## config.mk

```make
export PLATFORM = sky130hd
export DESIGN_NAME = boot_image_loader
export DESIGN_NICKNAME = d
export VERILOG_FILES = /design/src/design/boot_loader_pkg.sv /design/src/design/boot_image_loader.sv /design/src/design/loader_fifo.sv
export SDC_FILE = /design/constraint.sdc
export NUM_CORES = 2
export LEC_CHECK = 0
export BUFFER_PORTS_ARGS = -buffer_cell sky130_fd_sc_hd__buf_2
export CELL_PAD_IN_SITES_DETAIL_PLACEMENT = 1
export CELL_PAD_IN_SITES_GLOBAL_PLACEMENT = 2
export CORE_MARGIN = 2
export CORE_UTILIZATION = 41
export CTS_CLUSTER_DIAMETER = 150
export DETAILED_ROUTE_END_ITERATION = 8
export GPL_TIMING_DRIVEN = 0
export PLACE_DENSITY_LB_ADDON = 0.05
export SLEW_MARGIN = 10
export SYNTH_ARGS = -nofsm -noshare
export SYNTH_HDL_FRONTEND = slang
export SYNTH_HIERARCHICAL = 1
export SYNTH_SLANG_ARGS = --single-unit
```

## constraint.sdc

```tcl
create_clock -name clk_i -period 8.75 [get_ports clk_i]
set_input_delay 0.4375 -clock clk_i [delete_from_list [all_inputs] [get_ports clk_i]]
set_output_delay 0.4375 -clock clk_i [all_outputs]
set_load 0.02 [all_outputs]
```

## src/design/boot_loader_pkg.sv

```systemverilog
// constants for the parallel boot image loader
package boot_loader_pkg;

  // ==========================================================
  // header field byte offsets
  localparam logic [11:0] OFS_WIDTH_PATTERN = 12'h000;
  localparam logic [11:0] OFS_FLASH_MODE = 12'h010;
  localparam logic [11:0] OFS_IMAGE_ID = 12'h014;
  localparam logic [11:0] OFS_KEY_SOURCE = 12'h018;
  localparam logic [11:0] OFS_LOADER_START = 12'h01C;
  localparam logic [11:0] OFS_CFG_LOAD_ADDR = 12'h020;
  localparam logic [11:0] OFS_CFG_LEN = 12'h024;
  localparam logic [11:0] OFS_CFG_TOTAL_LEN = 12'h028;
  localparam logic [11:0] OFS_LOADER_LEN = 12'h02C;
  localparam logic [11:0] OFS_LOADER_TOTAL_LEN = 12'h030;
  localparam logic [11:0] OFS_ATTRIBUTES = 12'h034;
  localparam logic [11:0] OFS_HEADER_IV = 12'h064;
  localparam logic [11:0] OFS_SHUTTER = 12'h070;
  localparam logic [11:0] OFS_CFG_IV = 12'h074;
  localparam logic [11:0] OFS_META_OFFSET = 12'h0C4;
  localparam logic [11:0] OFS_REG_INIT = 12'h128;
  localparam logic [11:0] REG_INIT_BYTES = 12'h800;
  localparam logic [11:0] HEADER_BYTES = 12'hF80;
  localparam logic [11:0] IV_BYTES = 12'h00C;

  // ==========================================================
  // header values
  localparam logic [31:0] FLASH_MODE_WORD = 32'hAA995566;
  localparam logic [31:0] KEY_NONE = 32'h00000000;
  localparam logic [31:0] KEY_FUSE_RED = 32'hA5C3C5A3;
  localparam logic [31:0] KEY_FUSE_BLACK = 32'hA5C3C5A5;
  localparam logic [31:0] KEY_BATT_RED = 32'h3A5C3C5A;
  localparam logic [31:0] KEY_BATT_BLACK = 32'h3A5C3C59;
  localparam logic [31:0] KEY_HDR_BLACK = 32'hA35C7C53;
  // width-detect sync byte seen on the low data lane
  localparam logic [7:0] WIDTH_SYNC_X8 = 8'hDD;
  localparam logic [7:0] WIDTH_SYNC_X16 = 8'h22;
  localparam logic [7:0] WIDTH_SYNC_X32 = 8'h44;

  // ==========================================================
  // buffering and flow control
  localparam int FIFO_DEPTH = 16;
  localparam int FIFO_WIDTH = 32;
  localparam int HOLD_MARGIN = 24;
  // port clock 48 ns against a 4 ns system clock: cycles per port clock
  localparam int PORT_CLK_NS = 48;
  localparam int SYS_CLK_NS = 4;
  localparam int PORT_CLK_CYCLES = (PORT_CLK_NS + SYS_CLK_NS - 1) / SYS_CLK_NS;

  typedef enum logic [1:0] {
    WIDTH_X8,
    WIDTH_X16,
    WIDTH_X32
  } bus_width_t;

  typedef enum logic [2:0] {
    KSRC_NONE,
    KSRC_FUSE_RED,
    KSRC_FUSE_BLACK,
    KSRC_BATT_RED,
    KSRC_BATT_BLACK,
    KSRC_HDR_BLACK,
    KSRC_INVALID
  } key_src_t;

endpackage

```

## src/design/boot_image_loader.sv

```systemverilog
// parallel configuration port receiver and boot header interpreter
`timescale 1ns/1ps
module boot_image_loader import boot_loader_pkg::*; #(
  parameter logic [31:0] IMAGE_ID_VALUE = 32'h1234ABCD  // arbitrary value
) (
  // clock and reset
  input wire logic clk_i,
  input wire logic sys_rst_i,
  // configuration port pins
  input wire logic config_port_clock_i,
  input wire logic port_select_n_i,
  input wire logic read_write_n_i,
  input wire logic [31:0] port_data_lines_i,
  output logic [31:0] port_data_lines_o,
  output logic [31:0] port_data_lines_oe_o,
  output logic flow_hold_o,
  // status readback word driven in read direction
  input wire logic [31:0] readback_data_i,
  // decoded header
  output logic [1:0] bus_width_o,
  output logic [2:0] key_source_o,
  output logic encrypted_o,
  output logic [31:0] loader_start_o,
  output logic [31:0] loader_len_o,
  output logic [31:0] loader_total_len_o,
  output logic [31:0] cfg_load_addr_o,
  output logic [31:0] cfg_len_o,
  output logic [31:0] cfg_total_len_o,
  output logic [31:0] shutter_o,
  output logic [31:0] meta_offset_o,
  output logic [95:0] header_iv_o,
  output logic [95:0] cfg_iv_o,
  // register initialisation write strobe
  output logic reg_wr_o,
  output logic [31:0] reg_addr_o,
  output logic [31:0] reg_data_o,
  // status
  output logic header_done_o,
  output logic boot_error_o
);

  // ==========================================================
  // pin synchronisers
  logic [1:0] clk_s_q, cs_s_q, rw_s_q;
  logic [31:0] dat_a_q, dat_b_q;
  logic clk_prev_q, port_rise, port_on, wr_mode;
  always_ff @(posedge clk_i) begin
    if (sys_rst_i) begin
      clk_s_q <= 2'h0;
      cs_s_q <= 2'h3;
      rw_s_q <= 2'h3;
      dat_a_q <= 32'h0;
      dat_b_q <= 32'h0;
      clk_prev_q <= 1'h0;
    end else begin
      clk_s_q <= {clk_s_q[0], config_port_clock_i};
      cs_s_q <= {cs_s_q[0], port_select_n_i};
      rw_s_q <= {rw_s_q[0], read_write_n_i};
      dat_a_q <= port_data_lines_i;
      dat_b_q <= dat_a_q;
      clk_prev_q <= clk_s_q[1];
    end
  end

  // data passes the same two flop stages as the clock, so it is taken in the same cycle the edge is seen
  assign port_rise = clk_s_q[1] && !clk_prev_q;
  assign port_on = !cs_s_q[1];
  assign wr_mode = port_on && !rw_s_q[1];

  // read direction drives the readback word; write direction releases the lines
  logic [31:0] rd_q, rd_d, oe_q, oe_d;
  always_comb begin
    rd_d = readback_data_i;
    oe_d = (port_on && rw_s_q[1]) ? 32'hFFFFFFFF : 32'h0;
  end
  always_ff @(posedge clk_i) begin
    if (sys_rst_i) begin
      rd_q <= 32'h0;
      oe_q <= 32'h0;
    end else begin
      rd_q <= rd_d;
      oe_q <= oe_d;
    end
  end
  assign port_data_lines_o = rd_q;
  assign port_data_lines_oe_o = oe_q;

  // ==========================================================
  // byte assembly into 32-bit words
  bus_width_t width_q, width_d;
  logic width_known_q, width_known_d, push, fifo_ready;
  logic [31:0] asm_q, asm_d, push_data;
  logic [1:0] lane_q, lane_d;

  // index of the last port beat in a word (port beats per word minus one)
  function automatic logic [1:0] beats_per_word(input bus_width_t w);
    unique case (w)
      WIDTH_X8: beats_per_word = 2'h3;
      WIDTH_X16: beats_per_word = 2'h1;
      WIDTH_X32: beats_per_word = 2'h0;
    endcase
  endfunction

  always_comb begin
    width_d = width_q;
    width_known_d = width_known_q;
    asm_d = asm_q;
    lane_d = lane_q;
    push = 1'b0;
    push_data = asm_q;
    if (!port_on) begin
      lane_d = 2'h0;
    end else if (wr_mode && port_rise) begin
      if (!width_known_q) begin
        // detect width from the sync byte on the low lane, then collect from the next beat
        if (dat_b_q[7:0] == WIDTH_SYNC_X32) begin
          width_d = WIDTH_X32;
          width_known_d = 1'b1;
        end else if (dat_b_q[7:0] == WIDTH_SYNC_X16) begin
          width_d = WIDTH_X16;
          width_known_d = 1'b1;
        end else if (dat_b_q[7:0] == WIDTH_SYNC_X8) begin
          width_d = WIDTH_X8;
          width_known_d = 1'b1;
        end
      end else begin
        unique case (width_q)
          WIDTH_X8: asm_d[lane_q*8 +: 8] = dat_b_q[7:0];
          WIDTH_X16: asm_d[lane_q[0]*16 +: 16] = dat_b_q[15:0];
          WIDTH_X32: asm_d = dat_b_q;
        endcase
        push_data = asm_d;
        if (lane_q == beats_per_word(width_q)) begin
          push = 1'b1;
          lane_d = 2'h0;
        end else begin
          lane_d = lane_q + 2'h1;
        end
      end
    end
  end

  always_ff @(posedge clk_i) begin
    if (sys_rst_i) begin
      width_q <= WIDTH_X8;
      width_known_q <= 1'b0;
      asm_q <= 32'h0;
      lane_q <= 2'h0;
    end else begin
      width_q <= width_d;
      width_known_q <= width_known_d;
      asm_q <= asm_d;
      lane_q <= lane_d;
    end
  end

  // ==========================================================
  // buffer and flow hold
  logic pop_valid, pop_ready;
  logic [31:0] pop_data;
  logic [$clog2(FIFO_DEPTH):0] level;

  loader_fifo #(.WIDTH(FIFO_WIDTH), .DEPTH(FIFO_DEPTH)) u_fifo (
    .clk_i(clk_i), .sys_rst_i(sys_rst_i),
    .in_valid_i(push), .in_ready_o(fifo_ready), .in_data_i(push_data),
    .out_valid_o(pop_valid), .out_ready_i(pop_ready), .out_data_o(pop_data),
    .level_o(level)
  );

  // room left in port beats; hold once 24 beats or fewer remain. a 16-word
  // buffer holds only 16 x32 beats, so in x32 the hold is on from the start.
  logic [7:0] room_beats;
  always_comb begin
    room_beats = 8'(FIFO_DEPTH) - 8'(level);
    unique case (width_q)
      WIDTH_X8: room_beats = {room_beats[5:0], 2'h0};
      WIDTH_X16: room_beats = {room_beats[6:0], 1'h0};
      WIDTH_X32: room_beats = room_beats;
    endcase
  end
  assign flow_hold_o = port_on && (room_beats <= 8'(HOLD_MARGIN) || !fifo_ready);

  // ==========================================================
  // header parse
  typedef enum logic [1:0] {
    PARSE_RUN,
    PARSE_DONE,
    PARSE_FAIL
  } parse_t;
  parse_t st_q, st_d;
  logic [11:0] ofs_q, ofs_d;
  logic [31:0] key_q, key_d, pair_addr_q, pair_addr_d;
  logic [31:0] f_lst_q, f_lst_d, f_ll_q, f_ll_d, f_llt_q, f_llt_d;
  logic [31:0] f_cla_q, f_cla_d, f_cl_q, f_cl_d, f_clt_q, f_clt_d;
  logic [31:0] f_sh_q, f_sh_d, f_mo_q, f_mo_d;
  logic [95:0] hiv_q, hiv_d, civ_q, civ_d;
  logic wr_q, wr_d;
  logic [31:0] wa_q, wa_d, wv_q, wv_d;

  assign pop_ready = (st_q != PARSE_FAIL);

  always_comb begin
    st_d = st_q;
    ofs_d = ofs_q;
    key_d = key_q;
    pair_addr_d = pair_addr_q;
    {f_lst_d, f_ll_d, f_llt_d, f_cla_d} = {f_lst_q, f_ll_q, f_llt_q, f_cla_q};
    {f_cl_d, f_clt_d, f_sh_d, f_mo_d} = {f_cl_q, f_clt_q, f_sh_q, f_mo_q};
    hiv_d = hiv_q;
    civ_d = civ_q;
    wr_d = 1'b0;
    wa_d = wa_q;
    wv_d = wv_q;
    if (st_q == PARSE_RUN && pop_valid) begin
      ofs_d = ofs_q + 12'h4;
      unique case (ofs_q)
        OFS_FLASH_MODE: if (pop_data != FLASH_MODE_WORD) st_d = PARSE_FAIL;
        OFS_IMAGE_ID: if (pop_data != IMAGE_ID_VALUE) st_d = PARSE_FAIL;
        OFS_KEY_SOURCE: key_d = pop_data;
        OFS_LOADER_START: f_lst_d = pop_data;
        OFS_LOADER_LEN: f_ll_d = pop_data;
        OFS_LOADER_TOTAL_LEN: f_llt_d = pop_data;
        OFS_CFG_LOAD_ADDR: f_cla_d = pop_data;
        OFS_CFG_LEN: f_cl_d = pop_data;
        OFS_CFG_TOTAL_LEN: f_clt_d = pop_data;
        OFS_SHUTTER: f_sh_d = pop_data;
        OFS_META_OFFSET: f_mo_d = pop_data;
        default: ;
      endcase
      // initialisation vectors, first word lowest
      if (ofs_q >= OFS_HEADER_IV && ofs_q < OFS_HEADER_IV + IV_BYTES) begin
        hiv_d = {pop_data, hiv_q[95:32]};
      end
      if (ofs_q >= OFS_CFG_IV && ofs_q < OFS_CFG_IV + IV_BYTES) begin
        civ_d = {pop_data, civ_q[95:32]};
      end
      // address then value; an all-ones address marks an unused pair
      if (ofs_q >= OFS_REG_INIT && ofs_q < OFS_REG_INIT + REG_INIT_BYTES) begin
        if (ofs_q[2] == OFS_REG_INIT[2]) begin
          pair_addr_d = pop_data;
        end else if (pair_addr_q != 32'hFFFFFFFF) begin
          wr_d = 1'b1;
          wa_d = pair_addr_q;
          wv_d = pop_data;
        end
      end
      if (ofs_q == HEADER_BYTES - 12'h4 && st_d == PARSE_RUN) begin
        st_d = PARSE_DONE;
      end
    end
  end

  always_ff @(posedge clk_i) begin
    if (sys_rst_i) begin
      st_q <= PARSE_RUN;
      ofs_q <= OFS_WIDTH_PATTERN + 12'h10;  // pattern bytes are consumed by width detect
      key_q <= KEY_NONE;
      pair_addr_q <= 32'hFFFFFFFF;
      {f_lst_q, f_ll_q, f_llt_q, f_cla_q} <= '0;
      {f_cl_q, f_clt_q, f_sh_q, f_mo_q} <= '0;
      hiv_q <= '0;
      civ_q <= '0;
      wr_q <= 1'b0;
      wa_q <= 32'h0;
      wv_q <= 32'h0;
    end else begin
      st_q <= st_d;
      ofs_q <= ofs_d;
      key_q <= key_d;
      pair_addr_q <= pair_addr_d;
      {f_lst_q, f_ll_q, f_llt_q, f_cla_q} <= {f_lst_d, f_ll_d, f_llt_d, f_cla_d};
      {f_cl_q, f_clt_q, f_sh_q, f_mo_q} <= {f_cl_d, f_clt_d, f_sh_d, f_mo_d};
      hiv_q <= hiv_d;
      civ_q <= civ_d;
      wr_q <= wr_d;
      wa_q <= wa_d;
      wv_q <= wv_d;
    end
  end

  // ==========================================================
  // key source decode
  key_src_t ksrc;
  always_comb begin
    unique case (key_q)
      KEY_NONE: ksrc = KSRC_NONE;
      KEY_FUSE_RED: ksrc = KSRC_FUSE_RED;
      KEY_FUSE_BLACK: ksrc = KSRC_FUSE_BLACK;
      KEY_BATT_RED: ksrc = KSRC_BATT_RED;
      KEY_BATT_BLACK: ksrc = KSRC_BATT_BLACK;
      KEY_HDR_BLACK: ksrc = KSRC_HDR_BLACK;
      default: ksrc = KSRC_INVALID;
    endcase
  end

  assign bus_width_o = width_q;
  assign key_source_o = ksrc;
  assign encrypted_o = (ksrc != KSRC_NONE);
  assign loader_start_o = f_lst_q;
  assign loader_len_o = f_ll_q;
  assign loader_total_len_o = f_llt_q;
  assign cfg_load_addr_o = f_cla_q;
  assign cfg_len_o = f_cl_q;
  assign cfg_total_len_o = f_clt_q;
  assign shutter_o = f_sh_q;
  assign meta_offset_o = f_mo_q;
  // vectors only matter when a key is in use
  assign header_iv_o = encrypted_o ? hiv_q : 96'h0;
  assign cfg_iv_o = encrypted_o ? civ_q : 96'h0;
  assign reg_wr_o = wr_q;
  assign reg_addr_o = wa_q;
  assign reg_data_o = wv_q;
  assign header_done_o = (st_q == PARSE_DONE);
  assign boot_error_o = (st_q == PARSE_FAIL);
endmodule

```

## src/design/loader_fifo.sv

```systemverilog
// synchronous FIFO between the port capture and the header parser
`timescale 1ns/1ps
module loader_fifo #(
  parameter int WIDTH = 32,
  parameter int DEPTH = 16
) (
  // clock and reset
  input wire logic clk_i,
  input wire logic sys_rst_i,
  // fill side
  input wire logic in_valid_i,
  output logic in_ready_o,
  input wire logic [WIDTH-1:0] in_data_i,
  // drain side
  output logic out_valid_o,
  input wire logic out_ready_i,
  output logic [WIDTH-1:0] out_data_o,
  // fill level
  output logic [$clog2(DEPTH):0] level_o
);
  localparam int AW = $clog2(DEPTH);

  logic [WIDTH-1:0] mem_q [DEPTH];
  logic [AW-1:0] wr_q, wr_d, rd_q, rd_d;
  logic [AW:0] cnt_q, cnt_d;
  logic push, pop;

  assign in_ready_o = (cnt_q != AW'(0) + (AW+1)'(DEPTH));
  assign out_valid_o = (cnt_q != '0);
  assign push = in_valid_i && in_ready_o;
  assign pop = out_valid_o && out_ready_i;
  assign out_data_o = mem_q[rd_q];
  assign level_o = cnt_q;

  always_comb begin
    wr_d = push ? wr_q + AW'(1) : wr_q;
    rd_d = pop ? rd_q + AW'(1) : rd_q;
    cnt_d = cnt_q + (AW+1)'(push) - (AW+1)'(pop);
  end

  always_ff @(posedge clk_i) begin
    if (sys_rst_i) begin
      wr_q <= '0;
      rd_q <= '0;
      cnt_q <= '0;
    end else begin
      wr_q <= wr_d;
      rd_q <= rd_d;
      cnt_q <= cnt_d;
    end
  end

  always_ff @(posedge clk_i) begin
    if (push) begin
      mem_q[wr_q] <= in_data_i;
    end
  end
endmodule

```

* Word level (Yosys, flattened, before mapping)
Memory sizes are Yosys's and may differ from the RTL's. A register that Yosys moved wholly into a read port is not among the register bits.
Cells that the tools add are included.
** Storage, ports and cells
- Input port bits :: 69
- Output and inout bits :: 586
- Bits in registers :: 776
- Memories kept :: 1
- Bits in writable memories :: 512
** Cells by class
- Magnitude comparators :: 7
- Shifts and indexed selects :: 4
- Bitwise operators :: 5
- $add $sub $neg :: 9
- Eq/ne operators :: 30
- Reduce and logical (&&, ||, !) cells :: 42
- Mux-type cells :: 37
** Memories
- u_fifo.mem_q :: words 16, bits a word 32, read ports 1, clocked after Yosys merged registers in 1, write ports 1, RTL line loader_fifo.sv:23 : logic [WIDTH-1:0] mem_q [DEPTH];
** Operator list (number)
- 96-bit 2-to-1 mux :: 2
- 32-bit 2-to-1 mux :: 4
- 32-bit == test (second input constant) :: 3
- 32-bit one-hot mux with 3 select lines :: 1
- 5-bit negator with 34-bit output :: 2
- 32-bit bitwise mux :: 2
- 32-bit by 30-bit == test with 1-bit output (second input constant) :: 2
- 32-bit != test (second input constant) :: 2
- 12-bit by 6-bit == test with 1-bit output (second input constant) :: 5
- 12-bit by 5-bit == test with 1-bit output (second input constant) :: 4
- 16-bit by 34-bit variable shift with 32-bit output (first input constant) :: 1
- 8-bit by 34-bit variable shift with 32-bit output (first input constant) :: 1
- 16-bit by 34-bit variable part select with 32-bit output :: 1
- 8-bit by 34-bit variable part select with 32-bit output :: 1
- 32-bit logical NOT :: 1
- 32-bit by 29-bit != test with 1-bit output (second input constant) :: 1
- 2-bit AND reduction :: 13
- 12-bit by 7-bit >= comparator with 1-bit output (second input constant) :: 2
- 8-bit one-hot mux with 3 select lines :: 1
- 2-bit 2-to-1 mux :: 11
- 3-bit one-hot mux with 6 select lines :: 1
- 12-bit by 3-bit adder with 12-bit output (second input constant) :: 1
- 12-bit == test (second input constant) :: 1
- 12-bit by 7-bit == test with 1-bit output (second input constant) :: 1
- other kinds (34) :: 70

* Depth between registers and ports, before layout
- Depth in word-level cells :: 13
- Depth in mapped cells :: 15
- Gate-level depth less buffers :: 14

* By module
Netlist, hierarchy kept.
** Modules (own cells, without submodules)
- boot_image_loader :: seq. area each 14614.0 um^2, cells each 3477, area each 28549.9 um^2, times used 1
- loader_fifo :: seq. area each 15715.1 um^2, cells each 894, area each 20019.2 um^2, times used 1

* Least setup slack after synthesis
OpenSTA, ideal clock, no wires.
- Kind :: flip-flop to flip-flop
- Start point :: reg width_q[0], in the netlist bus_width_o[0]
- End point :: mem u_fifo.mem_q[0][0], enable pin
- Setup slack :: 3.554 ns
- Cell stages (with the launch flop) :: 8
- Period minus slack after synthesis :: 5.196 ns
- Arrival time :: 4.695 ns
- Required time :: 8.248 ns
- Library setup time :: 0.502 ns
- Path through :: dfxtp_1 > inv_1 > ha_1 > clkbuf_1 > xor2_1 > nor3_1 > nand2_1 > nor4_1
** On the way
- Cells in the longest elaborated chain, start to end :: 13
- Elaborated cells between the ends (all ways) :: 15
** RTL lines
- start, declared :: RTL line boot_image_loader.sv:90 : bus_width_t width_q, width_d;
- start signal, assigned :: RTL line boot_image_loader.sv:150 : width_q <= width_d;
- 2-bit == test, or another cell as far along :: RTL line boot_image_loader.sv:97 : unique case (w)
- 2-bit one-hot mux with 3 select lines * :: RTL line boot_image_loader.sv:97
- 2-bit 2-to-1 mux * :: RTL line boot_image_loader.sv:114 : if (!width_known_q) begin
- 2-bit 2-to-1 mux * :: RTL line boot_image_loader.sv:113 : end else if (wr_mode && port_rise) begin
- 2-bit 2-to-1 mux * :: RTL line boot_image_loader.sv:111 : if (!port_on) begin
- 2-bit == test * :: RTL line boot_image_loader.sv:133 : if (lane_q == beats_per_word(width_q)) begin
- 1-bit 2-to-1 mux * :: RTL line boot_image_loader.sv:133
- 1-bit 2-to-1 mux * :: RTL line boot_image_loader.sv:114
- 1-bit 2-to-1 mux * :: RTL line boot_image_loader.sv:113
- 1-bit 2-to-1 mux * :: RTL line boot_image_loader.sv:111
- net push :: RTL line boot_image_loader.sv:91 : logic width_known_q, width_known_d, push, fifo_ready;
- 1-bit logical AND * :: RTL line loader_fifo.sv:30 : assign push = in_valid_i && in_ready_o;
- 1-bit 2-to-1 mux * :: RTL line loader_fifo.sv:54 : if (push) begin
- 1-bit 2-to-1 mux (not written as such) * :: RTL line loader_fifo.sv:55 : mem_q[wr_q] <= in_data_i;
- end, declared :: RTL line loader_fifo.sv:23
Mark *: on every way through the listed nets, which the timed path passes. The rest lies on a longest branch. The select of a mux whose other input is x is not followed.

* Final worst setup path
- Start point :: reg u_fifo.cnt_q[2], in the netlist u_fifo/level_o[2]
- End point :: reg civ_q[88]
** On the way
- Cells in the longest elaborated chain, start to end :: 3
** RTL lines
- start, declared :: RTL line loader_fifo.sv:25 : logic [AW:0] cnt_q, cnt_d;
- start signal, assigned :: RTL line loader_fifo.sv:49 : cnt_q <= cnt_d;
- 5-bit nonzero test :: RTL line loader_fifo.sv:29 : assign out_valid_o = (cnt_q != '0);
- net pop_valid :: RTL line boot_image_loader.sv:159 : logic pop_valid, pop_ready;
- 1-bit logical AND :: RTL line boot_image_loader.sv:214 : if (st_q == PARSE_RUN && pop_valid) begin
- 2-bit AND reduction (no source line)
- end signal, assigned :: RTL line boot_image_loader.sv:274 : civ_q <= civ_d;
- end, declared :: RTL line boot_image_loader.sv:196 : logic [95:0] hiv_q, hiv_d, civ_q, civ_d;
The timed path passes the listed nets, and every way through them passes these cells.
A chain may end at the register's enable or synchronous reset.

==> results.md <==
* Routed len/inst at 26.2 µm
* Num rows at 126
* Hold Crit Class: reg -> reg
* Clock buffer count from CTS at 142
* Area leader, netlist: edfxtp_1
* Sequence of cells on the critical path: inv_1, ha_1, or4b_1, clkbuf_1, nor3b_1, nand3_1, nor3_2, buf_2, buf_2, nand2_1, a21oi_1
* Synth cell types at 69
* Starting Density at 41.2%
* Filler-free cell count of the finished design at 6928
* Synth Cell Area at 48600 µm²
* Mean Syn Cell Area at 11.1 µm²
* CTS Hold Bufs at 68
* Vias at 36900
* Core Region at 118000 µm²
* Delay-heaviest family, CP: simple AND/OR/NAND/NOR gates
* Met1 GRT Util at 36.3%
* Layout cells sized above 1 at 21.6%
* Final hold viol count at 0
* RSZ-0062 raised after global routing: false
* Crit end category: register
* Clock share of power at 38.5%
* Worst R2R Path Depth at 11
* Clock slew at reported path FFs at 0.06 ns
* Final min period at 4.47 ns
* IO Count at 655
* Synth top area cells: edfxtp_1 (32%), dfxtp_1 (31%), nand2_1 (7.9%)
* DRT Wirelength at 182 mm
* H-tree Lvls at 4
* Combinational share of power at 20.0%
* Dpl cells at 6606
* Remaining antenna violation count at 0
* Clock Latency Late Sink at 0.77 ns
* CTS tree: yes
* Root buf cell: clkbuf_16
* Top-count cell post-synth: nand2_1
* CP Max Fanout at 10
* Crit path DAT at 5.17 ns
* Period Utilization, post-route at 51.1%
* Placed Area at 54500 µm²
* Register bit total from synthesis at 1259
* FILL cells at 12800
* Worst Path Buf+Inv at 4
* GPL Wtd Cong at 0.851
* CP Launch Type: register
* Setup_tns at 0 ns
* WP data required at 9.44 ns
* Slew HR at 11.0%
* Worst Tran Pin Value at 1.33 ns
* Pin count of the biggest net entering global routing at 33
* First-pass GRT wire length at 259 mm
* Top cells by count, synth: nand2_1 (1025), dfxtp_1 (747), edfxtp_1 (512)
* Slowest stage delay, CP at 0.86 ns
* Worst hold slack at 0.423 ns
* Sw Ratio at 31.4%
* Vias in the first global route at 37200
* Die Height at 348 µm
* CTS sink count at 1259
* Int Pwr at 10.4 mW
* Final slew viol count at 0
* Post-synth EDFFs at 512
* R2R setup slack at 4.28 ns
* FF-to-FF Start: u_fifo/level_o[2]$_SDFF_PP0_
* Vias/cell at 5.32
* Die area at 121000 µm²
* Synth-to-layout area growth at 22.9%
* Clock skew at 0.0301 ns
* Number of antenna violations at the first check in global routing at 10
* Peak Freq at 224 MHz
* Seq/Total Area, Yosys at 62.4%
* Power density over cell area at 254 nW/µm²
* HPWL after DPL at 131 mm
* Slowest-stage cell, CP: nor3_2
* Critical path startpoint: u_fifo/level_o[2]$_SDFF_PP0_
* WP depth at 11
* Die W at 348 µm
* Leakage power at 22.4 nW
* Setup repair bufs after CTS at 0
* Met2 Usage GRT at 50.9%
* Finish-stage setup viols at 0
* Crit path to: civ_q[88]$_SDFFE_PP0P_
* Met3 GRT Util at 5.50%
* Status: finished clean
* Ys flop type: dfxtp_1
* Most used routing layer: met2
* # resized after CTS at 0
* Post-layout nets at 5377
* Clock Path Buffers at 3
* Number of DRC markers in iteration 0 at 2751
* Maxcap violations at 0
* CP dominant cell by count: buf_2
* Syn. warnings at 6
* First-pass DRT Iterations at 7
* Syn_nets at 4466
* # DRC at 0
* Syn Inst Count at 4371
* Top cell type's share of synthesized area at 31.7%
* Sw Pwr at 4.75 mW
* Crit path kind: reg -> reg
* Total GRT Usage at 29.4%
* GRT overflow at 0
* I/O Buffers at 654
* Sequential Power Share at 41.5%
* Design area at 59700 µm²
* R2r endpoint: civ_q[88]$_SDFFE_PP0P_
* Async SR Flop Fraction at 0%
* Peak supply drop at 0.196 mV
-- power by group through the flow --
stage	Combinational (mW)	Clock, mW	Sequential [mW]
after floorplan	1.57	0	6.39
after global placement	2.91	0	6.40
after detailed placement	3.02	0	6.41
after CTS	3.05	5.92	6.28
after global routing	3.21	6.16	6.29
final	3.02	5.83	6.28
-- how the worst min path moves through the flow --
stage	depth (start not counted)	slack, ns	startpoint	endpoint
floorplan	1	0.39	cs_s_q[0]$_SDFF_PP1_	cs_s_q[1]$_SDFF_PP1_
detailed placement	1	0.41	cs_s_q[0]$_SDFF_PP1_	cs_s_q[1]$_SDFF_PP1_
CTS	3	0.38	port_data_lines_i[19]	dat_a_q[19]$_SDFF_PP0_
global placement	1	0.39	cs_s_q[0]$_SDFF_PP1_	cs_s_q[1]$_SDFF_PP1_
finish	1	0.42	cs_s_q[0]$_SDFF_PP1_	cs_s_q[1]$_SDFF_PP1_
global route	3	0.42	port_data_lines_i[19]	dat_a_q[19]$_SDFF_PP0_
-- placed cells by master (no fill, tap or decap), types with 15 or more instances in the layout --
master / n
clkbuf_16: 146
buf_2: 703
inv_1: 55
edfxtp_1: 512
ha_1: 25
dfxtp_1: 747
clkbuf_8: 15
mux4_2: 128
and2_1: 196
nand2b_1: 142
clkinv_1: 18
dlygate4sd3_1: 68
a22oi_1: 64
a222oi_1: 16
clkbuf_2: 18
nand2_1: 1025
nor2_1: 117
a21oi_1: 506
a22o_1: 32
nand3_1: 21
clkinv_2: 18
buf_4: 60
mux2i_1: 97
clkbuf_1: 269
nor2b_1: 125
nand4_1: 23
-- final cells by class --
cell class	count	area, µm²	share of cell area (%)
inverter	56	210	0.352
antenna	5	12.5	0.0210
clock inverter	54	515	0.863
timing repair buffer	767	4600	7.70
sequential	1259	30300	50.8
multi-input combinational	2699	16500	27.7
tap	1536	1920	3.22
buffer	357	1610	2.69
clock buffer	195	3990	6.68
-- kinds of logic (layout without fill, tap and decap cells) --
kind of cell	count (synthesis)	in the layout	share of synthesized area, %
compound gates	668	668	7.86
xor+xnor	18	18	0.325
fa+ha+maj	26	26	0.685
buf+inv	413	1429	3.69
flops	1259	1259	62.4
mux	225	225	7.93
other cells	0	5	0
simple gates	1762	1762	17.1
-- per-stage QoR --
| step | worst slack, ns | utilization (%) | power [mW] |
|---|---|---|---|
| finish | 4.28 | 50.7 | 15.1 |
| global route | 3.96 | 50.7 | 15.7 |
| CTS | 4.30 | 50.7 | 15.3 |
| detailed placement | 4.30 | 46.3 | 9.42 |
| global placement | -0.0594 | 45.7 | 9.31 |
| floorplan | 3.55 | - | 7.97 |
-- worst reg2reg max path: stages, from the launching register on --
cell	delay, ns
dfxtp_1	0.44
inv_1	0.10
ha_1	0.22
or4b_1	0.18
clkbuf_1	0.35
nor3b_1	0.86
nand3_1	0.40
nor3_2	0.86
buf_2	0.43
buf_2	0.32
nand2_1	0.09
a21oi_1	0.18
-- state kept, by name, indices dropped and copies added (netlist names), 32 cells and up, named ones only --
name and flops:
asm_q 32, meta_offset_o 32, dat_b_q 32, reg_data_o 32
cfg_total_len_o 32, cfg_len_o 32, cfg_load_addr_o 32, shutter_o 32
key_q 32, loader_start_o 32, u_fifo/mem_q 512, loader_len_o 32
pair_addr_q 32, port_data_lines_o 32, hiv_q 96, civ_q 96
reg_addr_o 32, dat_a_q 32, loader_total_len_o 32
-- per-layer routing --
layer | wire, µm | vias to the layer above | share of wire, %
met1 | 72700 | 18500 | 40
met3 | 11000 | 303 | 6.1
li1 | - | 16900 | -
met4 | 6830 | 8 | 3.8
met5 | 58 | - | 0.032
met2 | 91000 | 1191 | 50
(Power assumes the default switching activity.)
